**src/hdl/scos_consts.vh**
```
// constants of the six-channel output select block
`ifndef SCOS_CONSTS_VH
`define SCOS_CONSTS_VH
`define SCOS_REG_RST        8'hff
`define SCOS_CH_LSB         2
`define SCOS_CH_MSB         7
`define SCOS_UNUSED_BITS    2'h3
`define SCOS_OP_WR_SRC      6'h2a
`define SCOS_OP_RD_SRC      6'h29
`define SCOS_OP_WR_SW       6'h26
`define SCOS_OP_RD_SW       6'h25
`define SCOS_OP_RD_DIAG     6'h20
`define SCOS_ADDR_CODE      2'h2
`define SCOS_FRAME_BITS     5'h10
`define SCOS_CNT_ADDR       5'h01
`define SCOS_CNT_INSTR      5'h07
`define SCOS_CNT_SO_ON      5'h02
`define SCOS_DIAG_IDLE      16'h3fff
`endif

```
**src/hdl/scos_output_select.v**
```verilog
// six-channel output select: spi register bank and per-channel output decision
//
// Behaviour
// - reset pin low forces all six power outputs off.
// - serial control: output on when switch bit is 0, off when 1.
// - parallel control, polarity 0: low input turns output on.
// - parallel control, polarity 1: high input turns output on.
// - serial switch bits are active low.
// - polarity pin sets input sense for all six channels together.
// - source-select bits 7..2 map to channels 6..1.
// - serial-command bits 7..2 map to channels 6..1.
// - bits 1..0 of both registers ignore writes and read as one.
// - source-select write uses its instruction byte then six select bits.
// - serial-command write uses its instruction byte then six switch bits.
// - read-back second byte holds channel bits 6..1 then two ones.
// - writes commit only after exactly 16 clock pulses within chip select.
`timescale 1ns/10ps
`include "scos_consts.vh"
module scos_output_select #(
  parameter NCH = 6
) (
  input  wire           i_ref_clk,
  input  wire           i_sys_rst,
  input  wire           i_clk_en,
  input  wire           i_reset_n,
  input  wire           i_input_polarity_pin,
  input  wire [NCH-1:0] i_parallel_input_pin,
  input  wire           i_spi_cs_n,
  input  wire           i_spi_sclk,
  input  wire           i_spi_si,
  input  wire [15:0]    i_diag_word,
  output reg  [NCH-1:0] o_power_output,
  output reg            o_spi_so,
  output reg            o_spi_so_oe,
  output wire [7:0]     o_channel_source_select,
  output wire [7:0]     o_serial_switch_command
);

  // three-stage pin synchronisers; a change counts when stages two and three agree
  reg [2:0] rst_s_q, pol_s_q, cs_s_q, sck_s_q, si_s_q;
  reg [NCH-1:0] in_s1_q, in_s2_q, in_s3_q;
  reg rst_f_q, pol_f_q, cs_f_q, sck_f_q, si_f_q;
  reg [NCH-1:0] in_f_q;

  reg [NCH-1:0] src_q;
  reg [NCH-1:0] sw_q;
  reg [15:0]    shift_q;
  reg [4:0]     cnt_q;
  reg           over_q;
  reg [15:0]    tx_q;
  reg           addr_q;
  integer       k;
  integer       m;

  function agree;
    input [2:0] s;
    input       held;
    begin
      agree = (s[1] == s[2]) ? s[1] : held;
    end
  endfunction

  // register image: channel bits high, unused low bits read as one
  function [7:0] reg_image;
    input [NCH-1:0] ch;
    begin
      reg_image = {ch, `SCOS_UNUSED_BITS};
    end
  endfunction

  // bits 7..2 of an instruction byte name the command; bits 1..0 are don't-care
  function is_op;
    input [7:0] ins;
    input [5:0] code;
    begin
      is_op = (ins[7:2] == code);
    end
  endfunction

  // one power stage from its own input, select and switch bits plus the shared pins
  function chan_on;
    input       rst_ok;
    input       par_sel;
    input       sw_bit;
    input       in_bit;
    input       pol;
    begin
      if (!rst_ok) begin
        chan_on = 1'b0;
      end else if (!par_sel) begin
        chan_on = ~sw_bit;
      end else begin
        chan_on = ~(in_bit ^ pol);
      end
    end
  endfunction

  assign o_channel_source_select = reg_image(src_q);
  assign o_serial_switch_command = reg_image(sw_q);

  wire sck_fall = sck_f_q & ~agree(sck_s_q, sck_f_q);
  wire sck_rise = ~sck_f_q & agree(sck_s_q, sck_f_q);
  wire cs_fall  = cs_f_q & ~agree(cs_s_q, cs_f_q);
  wire cs_rise  = ~cs_f_q & agree(cs_s_q, cs_f_q);
  wire [15:0] shift_d = {shift_q[14:0], si_f_q};
  // a write commits only on an addressed frame of exactly sixteen falling edges
  wire        frame_ok = !over_q && cnt_q == `SCOS_FRAME_BITS && shift_q[15:14] == `SCOS_ADDR_CODE;
  // so stays released over the two address bits and for frames meant for another device
  wire        so_drive = addr_q && cnt_q >= `SCOS_CNT_SO_ON;

  always @(posedge i_ref_clk) begin
    if (i_sys_rst) begin
      rst_s_q <= 3'h0;
      pol_s_q <= 3'h0;
      cs_s_q  <= 3'h7;
      sck_s_q <= 3'h0;
      si_s_q  <= 3'h0;
      in_s1_q <= {NCH{1'b0}};
      in_s2_q <= {NCH{1'b0}};
      in_s3_q <= {NCH{1'b0}};
      rst_f_q <= 1'b0;
      pol_f_q <= 1'b0;
      cs_f_q  <= 1'b1;
      sck_f_q <= 1'b0;
      si_f_q  <= 1'b0;
      in_f_q  <= {NCH{1'b0}};
    end else if (i_clk_en) begin
      rst_s_q <= {rst_s_q[1:0], i_reset_n};
      pol_s_q <= {pol_s_q[1:0], i_input_polarity_pin};
      cs_s_q  <= {cs_s_q[1:0], i_spi_cs_n};
      sck_s_q <= {sck_s_q[1:0], i_spi_sclk};
      si_s_q  <= {si_s_q[1:0], i_spi_si};
      in_s1_q <= i_parallel_input_pin;
      in_s2_q <= in_s1_q;
      in_s3_q <= in_s2_q;
      rst_f_q <= agree(rst_s_q, rst_f_q);
      pol_f_q <= agree(pol_s_q, pol_f_q);
      cs_f_q  <= agree(cs_s_q, cs_f_q);
      sck_f_q <= agree(sck_s_q, sck_f_q);
      si_f_q  <= agree(si_s_q, si_f_q);
      for (k = 0; k < NCH; k = k + 1) begin
        if (in_s2_q[k] == in_s3_q[k]) begin
          in_f_q[k] <= in_s2_q[k];
        end
      end
    end
  end

  // spi frame: sample on falling sclk, shift out on rising sclk, commit on cs rise
  always @(posedge i_ref_clk) begin
    if (i_sys_rst) begin
      src_q       <= {NCH{1'b1}};
      sw_q        <= {NCH{1'b1}};
      shift_q     <= 16'h0000;
      cnt_q       <= 5'h00;
      over_q      <= 1'b0;
      tx_q        <= `SCOS_DIAG_IDLE;
      addr_q      <= 1'b0;
      o_spi_so    <= 1'b1;
      o_spi_so_oe <= 1'b0;
    end else if (i_clk_en) begin
      if (!rst_f_q) begin
        src_q       <= {NCH{1'b1}};
        sw_q        <= {NCH{1'b1}};
        shift_q     <= 16'h0000;
        cnt_q       <= 5'h00;
        over_q      <= 1'b0;
        addr_q      <= 1'b0;
        o_spi_so_oe <= 1'b0;
      end else if (cs_fall) begin
        cnt_q       <= 5'h00;
        over_q      <= 1'b0;
        addr_q      <= 1'b0;
        tx_q        <= i_diag_word;
        o_spi_so    <= i_diag_word[15];
        o_spi_so_oe <= 1'b0;
      end else if (cs_rise) begin
        o_spi_so_oe <= 1'b0;
        if (frame_ok) begin
          if (is_op(shift_q[15:8], `SCOS_OP_WR_SRC)) begin
            src_q <= shift_q[7:8-NCH];
          end
          if (is_op(shift_q[15:8], `SCOS_OP_WR_SW)) begin
            sw_q <= shift_q[7:8-NCH];
          end
        end
      end else if (!cs_f_q) begin
        if (sck_fall) begin
          shift_q <= shift_d;
          if (cnt_q == `SCOS_FRAME_BITS) begin
            over_q <= 1'b1;
          end else begin
            cnt_q <= cnt_q + 5'h01;
          end
          if (cnt_q == `SCOS_CNT_ADDR) begin
            addr_q <= (shift_d[1:0] == `SCOS_ADDR_CODE);
          end
          // the command is known on the eighth falling edge, just before the second byte is launched
          if (cnt_q == `SCOS_CNT_INSTR && addr_q) begin
            if (is_op(shift_d[7:0], `SCOS_OP_RD_SRC)) begin
              tx_q[15:8] <= reg_image(src_q);
            end else if (is_op(shift_d[7:0], `SCOS_OP_RD_SW)) begin
              tx_q[15:8] <= reg_image(sw_q);
            end
          end
        end
        // rising edge k launches frame bit k, so the host takes it on the falling edge that follows
        if (sck_rise) begin
          tx_q        <= {tx_q[14:0], 1'b1};
          o_spi_so    <= tx_q[15];
          o_spi_so_oe <= so_drive;
        end
      end
    end
  end

  // per-channel output decision
  always @(posedge i_ref_clk) begin
    if (i_sys_rst) begin
      o_power_output <= {NCH{1'b0}};
    end else if (i_clk_en) begin
      for (m = 0; m < NCH; m = m + 1) begin
        o_power_output[m] <= chan_on(rst_f_q, src_q[m], sw_q[m], in_f_q[m], pol_f_q);
      end
    end
  end

endmodule

```
**config.mk**
```make
export PLATFORM = sky130hd
export DESIGN_NAME = scos_output_select
export DESIGN_NICKNAME = d
export VERILOG_FILES = /design/src/hdl/scos_output_select.v
export VERILOG_INCLUDE_DIRS = /design/src /design/src/hdl
export SDC_FILE = /design/constraint.sdc
export NUM_CORES = 1
export LEC_CHECK = 0
export BUFFER_PORTS_ARGS = -buffer_cell sky130_fd_sc_hd__buf_2
export CAP_MARGIN = 20
export CORE_MARGIN = 2
export CORE_UTILIZATION = 45
export CTS_CLUSTER_SIZE = 30
export DETAILED_ROUTE_END_ITERATION = 7
export GPL_ROUTABILITY_DRIVEN = 0
export PLACE_DENSITY_LB_ADDON = 0.3
export SLEW_MARGIN = 10
export SYNTH_ARGS = -nofsm -noshare
export SYNTH_HDL_FRONTEND = slang
export SYNTH_SLANG_ARGS = --single-unit
```
**constraint.sdc**
```tcl
create_clock -name i_ref_clk -period 2.2 [get_ports i_ref_clk]
set_input_delay 0 -clock i_ref_clk [delete_from_list [all_inputs] [get_ports i_ref_clk]]
set_output_delay 0 -clock i_ref_clk [all_outputs]
set_load 0.03 [all_outputs]
```
# Yosys cells after proc, flatten, opt, wreduce, memory -nomap -nowiden
# Index checks and enable logic that the tools add are counted.
[classes]
addsub = 1
n_lt_le_gt_ge = 1
n_eq_ne = 38
n_mux = 64
bitwise_logic = 26
n_reduce_logical = 27
[op_table]
columns = ["cell", "count"]
rows = [
  ["16-bit 2-to-1 mux", 9],
  ["6-bit 2-to-1 mux", 10],
  ["1-bit 2-to-1 mux", 35],
  ["5-bit AND reduction", 7],
  ["8-bit 2-to-1 mux", 4],
  ["5-bit 2-to-1 mux", 6],
  ["6-bit == test, second input constant", 4],
  ["2-bit AND reduction", 9],
  ["1-bit NOT", 16],
  ["2-bit by 1-bit inequality test with 1-bit output, second input constant", 6],
  ["1-bit == test", 11],
  ["3-bit by 1-bit inequality test with 1-bit output, second input constant", 3],
  ["2-bit inequality test, second input constant", 4],
  ["7-bit AND reduction", 1],
  ["3-bit inequality test, second input constant", 2],
  ["3-bit nonzero test", 2],
  ["1-bit bitwise XOR", 6],
  ["5-bit by 1-bit adder with 5-bit output, second input constant", 1],
  ["5-bit by 1-bit == test with 1-bit output, second input constant", 1],
  ["5-bit by 3-bit == test with 1-bit output, second input constant", 1],
  ["5-bit == test, second input constant", 1],
  ["5-bit by 2-bit greater-or-equal comparator with 1-bit output, second input constant", 1],
  ["1-bit bitwise AND", 4],
  ["2-bit == test, second input constant", 2],
  ["other kinds (8)", 11],
]
[word_totals]
ff_bits = 103
inputBits = 30
output_inout_bits = 24
word_cells = 187

# Longest topological paths before layout
[depth]
ltp_word = 9
depth_mapped = 9
depth_no_buf = 7

# Worst setup path after synthesis
# OpenSTA, ideal clock, no wires.
[synth_timing]
path_kind = "register to register"
from = "register cs_f_q"
to = "register cnt_q[3]"
setup_time_ns = 0.086
arrival_time_ns = 2.030
required_time_ns = 2.114
slack_ns = 0.085
path_stages_with_launch = 7
path_buffers = 0
period_less_slack_ns = 2.115
cell_sequence = "dfxtp_1 -> maj3_1 -> ha_1 -> and4bb_4 -> a21oi_2 -> or4_1 -> a211oi_1"
[synth_via]
elab_chain_cells = 5
word_cells_on_any_way = 12
cone_classes = "eq/ne (4); mux (3); bitwise (4); reduce/logical (1)"
[synth_rtl]
columns = ["item", "line", "rtl"]
rows = [
  ["from (decl)", "scos_output_select.v:42", "reg rst_f_q, pol_f_q, cs_f_q, sck_f_q, si_f_q;"],
  ["from (signal assigned)", "scos_output_select.v:138", "cs_f_q <= agree(cs_s_q, cs_f_q);"],
  ["1-bit 2-to-1 mux", "--", ""],
  ["1-bit NOT", "scos_output_select.v:103", "wire cs_fall = cs_f_q & ~agree(cs_s_q, cs_f_q);"],
  ["1-bit bitwise AND", "scos_output_select.v:103", ""],
  ["3-bit inequality test (no line), or another cell as far along", "--", ""],
  ["5-bit AND reduction (no line) / 5-bit 2-to-1 mux (equally long branches)", "--", ""],
  ["to (signal assigned)", "scos_output_select.v:193", "cnt_q <= cnt_q + 5'h01;"],
  ["to (decl)", "scos_output_select.v:48", "reg [4:0] cnt_q;"],
]
# Parallel ways exist; a longest one is shown, timed or not.
# A chain may end at the register's enable or synchronous reset.

# Final worst setup path
# Ends and elaborated chain as after synthesis.

==> out/summary.md <==
The run finished with clean final reports. Compared with the post-synthesis result, the final layout area differs by 17.4%. The logs give 0 for the total DRC errors in the routed layout and 0.06 ns for the minimum setup slack among reg-to-reg paths. The share of post-route cells with drive strength above 1 was 0.168.

The longest clock path from root to sink contains 2 buffers. Number of pins exceeding their max-slew limit in the final report: 0. The initial antenna violation count is 0. The starting DRC count in detailed routing is 222. In the layout the commonest cells are sky130_fd_sc_hd__dfxtp_1, sky130_fd_sc_hd__nor2_1, sky130_fd_sc_hd__mux2i_1, sky130_fd_sc_hd__nand2_1, sky130_fd_sc_hd__buf_2. For this design the ratio of total power to cell area is 609 mW/mm^2.

The library cell used most frequently in the layout, excluding fill and tap cells, is sky130_fd_sc_hd__dfxtp_1. The logs give 606 for the layout net count and 3617 for the number of global-route vias before repair. In this run, synthesis produced a sequential element count of 103.

The count of flip-flops with a built-in enable after synthesis is 0, and the arrival time at the worst endpoint is 2.43 ns. The initialized floorplan defines 36 standard-cell rows. The minimum clock period was 2.14 ns. Cell internal power was estimated by the tool at 2.45 mW. After detailed routing, the number of vias per cell comes to 5.34. The share of the core filled with cells in the final layout is 0.549, and the depth of the most critical reg-to-reg path is 6.

The critical path contains buffers and inverters numbering 0 combined. Counting the buffers created by CTS gives 9. For this run, the detailed router's first-pass iteration total came to 4.

The synthesis warning total came out at 0. Peak ir drop on the vdd network: 344 uV. The tools report the total global-route track usage as 0.190. The number of failing hold endpoints at the final stage was 0; the detail-routed net length per standard cell was 14.4 um. Setup violations remaining at the end of the flow were counted as 0. The maximum net fanout on the critical path was 5; the remaining antenna violation count was 0.

The critical path is of the reg -> reg type. The tools report the worst setup path endpoint as cnt_q[3]. The sum of negative setup slack was 0 ns. The startpoint type of the worst setup path is a flip-flop. Overflow left after global routing: 0.

The tools report the launching point of the worst reg2reg path as cs_f_q. Overall power consumption after layout is estimated at 3.28 mW. The max capacitance violation total is 0. The clock net in this run drives a total of 103 sinks. Summed over all cells, the static leakage comes to 2.24 nW. The cell area that synthesis handed to floorplanning was 0.00459 sq mm. The path category of the worst min-delay check is in -> reg.

After detailed routing, the total wire length is 10100 um. The run gives 0.061 as the combinational cell fraction of total power. The run gives 0 as the number of diodes. The number of vias after detailed routing is 3762. The sequential fraction of the synthesis area was 0.449. Setup repair after global routing left no endpoint under its margin. The launch point of the critical path is cs_f_q. The clock tree skew after final layout was 0.0131 ns; the portion of the clock cycle consumed by the worst path in the final layout was 0.975. The end of the worst register-to-register path was cnt_q[3]. Synthesis handed over a netlist of 504 instances. TritonCTS built the clock tree. The run gives 0.37 ns as the later-pin clock latency in the skew report. The effective utilization at floorplan came out at 0.467.

The area of the core region was 0.00982 sq mm; the post-route worst hold slack was 0.0232 ns. For this design the total switching power over the nets is 0.835 mW. The synthesized netlist contains 45 unique library cells. Among cell families on the critical path, the largest total delay comes from simple AND/OR/NAND/NOR gates. The tools report the HPWL after detailed placement as 6910 um. For this design, the slowest cell found on the critical path is sky130_fd_sc_hd__or4_1. For the worst relative slew slack, the log shows 0.494.

The horizontal die dimension was 105 um; the number of H-tree levels was 3. Clock-pin slew was measured on the worst setup and hold paths at 0.10 ns. Traced cell by cell, the critical path runs through maj3_2, ha_2, and4bb_4, a21oi_2, or4_1, a211oi_2. Based on the critical path, the design can be clocked at up to 466 MHz. For the required arrival time at the worst endpoint, the log shows 2.48 ns. For the clock network fraction of design power, the log shows 0.360. Count of boundary I/O pins: 54. The tools report the endpoint type of the worst setup path as a flip-flop. The pin count of the biggest net entering global routing is 75.

In this run the tool buffered the top-level ports with 49 buffer cells. Counting buffers and inverters, the worst setup path is 6 cells deep. The largest single stage delay on the critical path is 0.50 ns. The root buffer selected by CTS is sky130_fd_sc_hd__clkbuf_8. Measured along the y axis, the die boundary spans 105 um. The switching share of total power works out to 0.254.

The slew at the pin with the worst max-slew slack is 0.760 ns, and the sequential share of power is 0.579. The die covers 0.0110 sq mm. The share of flip-flops with an asynchronous set or reset after synthesis came out at 0. The global-route wire length before repair was 17300 um. The most common flop cell mapped by yosys was sky130_fd_sc_hd__dfxtp_1. Averaged over all synthesized cells, the footprint is 9.10 sq um.
-- worst register-to-register path: stages (launching register included) --
cell and delay (ns):
sky130_fd_sc_hd__dfxtp_1 0.34, sky130_fd_sc_hd__maj3_2 0.35, sky130_fd_sc_hd__ha_2 0.22, sky130_fd_sc_hd__and4bb_4 0.36
sky130_fd_sc_hd__a21oi_2 0.06, sky130_fd_sc_hd__or4_1 0.51, sky130_fd_sc_hd__a211oi_2 0.23
-- power by group through the flow --
stage,registers [mW],logic [mW],clock network [mW]
floorplan,1.94,0.126,0
global placement,1.94,0.168,0
detailed placement,1.94,0.172,0
CTS,1.90,0.199,1.22
global route,1.91,0.221,1.29
finish,1.90,0.200,1.18
-- worst min path at each step --
stage	start	endpoint	slack, ns	depth (start not counted)
2_1_floorplan	i_spi_cs_n	cs_s_q[0]	0.13	2
3_3_place_gp	i_spi_cs_n	cs_s_q[0]	0.22	3
3_5_place_dp	i_spi_cs_n	cs_s_q[0]	0.24	3
4_1_cts	i_diag_word[15]	o_spi_so	0.03	5
5_1_grt	i_diag_word[8]	tx_q[8]	0.07	5
6_report	i_diag_word[15]	o_spi_so	0.02	5
-- final cells by class --
class / count / area [sq um]
Fill cell: 940 / 4430
Clock inverter: 6 / 57.6
Sequential cell: 103 / 2060
Timing Repair Buffer: 84 / 568
Clock buffer: 10 / 138
Inverter: 19 / 71.3
Multi-Input combinational cell: 350 / 2320
Tap cell: 133 / 166
-- synth_stat cells (11+ instances only) --
library cell | number | area [sq um]
sky130_fd_sc_hd__dfxtp_1 | 103 | 2060
sky130_fd_sc_hd__nor2_1 | 64 | 240
sky130_fd_sc_hd__mux2i_1 | 53 | 531
sky130_fd_sc_hd__nand2_1 | 53 | 199
sky130_fd_sc_hd__o21ai_0 | 23 | 115
sky130_fd_sc_hd__a22oi_1 | 22 | 165
sky130_fd_sc_hd__clkbuf_1 | 19 | 71.3
sky130_fd_sc_hd__inv_1 | 19 | 71.3
sky130_fd_sc_hd__a21oi_1 | 15 | 75.1
sky130_fd_sc_hd__o22a_1 | 12 | 105
sky130_fd_sc_hd__buf_2 | 11 | 55.1
-- logic make-up after synthesis --
kind of cell,synth area share
compound gates,0.171
xor+xnor,0.0134
fa+ha+maj,0.0289
buf+inv,0.0513
flops,0.449
mux,0.116
other cells,0.000817
simple gates,0.170
-- metrics by stage --
step | cell area (sq um) | instances | worst slack, ns
after floorplan | 4600 | 507 | 0.0846
after global placement | 4960 | 668 | 0.0508
after detailed placement | 4960 | 668 | -0.120
after CTS | 5360 | 703 | 0.0199
after global routing | 5390 | 705 | 0.00243
final | 5390 | 705 | 0.0560
-- timing repair --
| item | in CTS | in global routing |
|---|---|---|
| cloned | 0 | 0 |
| gates resized for setup | 3 | 6 |
| setup endpoints to repair | 18 | 16 |
| endpoints found under the hold margin | 19 | 0 |
| setup buffers | 0 | 2 |
| pin swaps | 0 | 0 |
| hold buffers | 19 | 0 |
-- sequential cells by signal, summed over array words and instances, names as in the netlist, 3 cells and up --
register / cells
rst_s_q: 3
tx_q: 16
in_s2_q: 6
pol_s_q: 3
o_power_output: 6
sck_s_q: 3
si_s_q: 3
shift_q: 16
in_s1_q: 6
in_f_q: 6
sw_q: 6
cs_s_q: 3
in_s3_q: 6
cnt_q: 5
src_q: 6
-- layer usage --
layer,part of all wire,global-route usage
met5,0,0
met4,0.019,0.0714
met3,0.046,0.0293
met2,0.46,0.307
met1,0.48,0.255
Power figures use the tool's default switching activity.
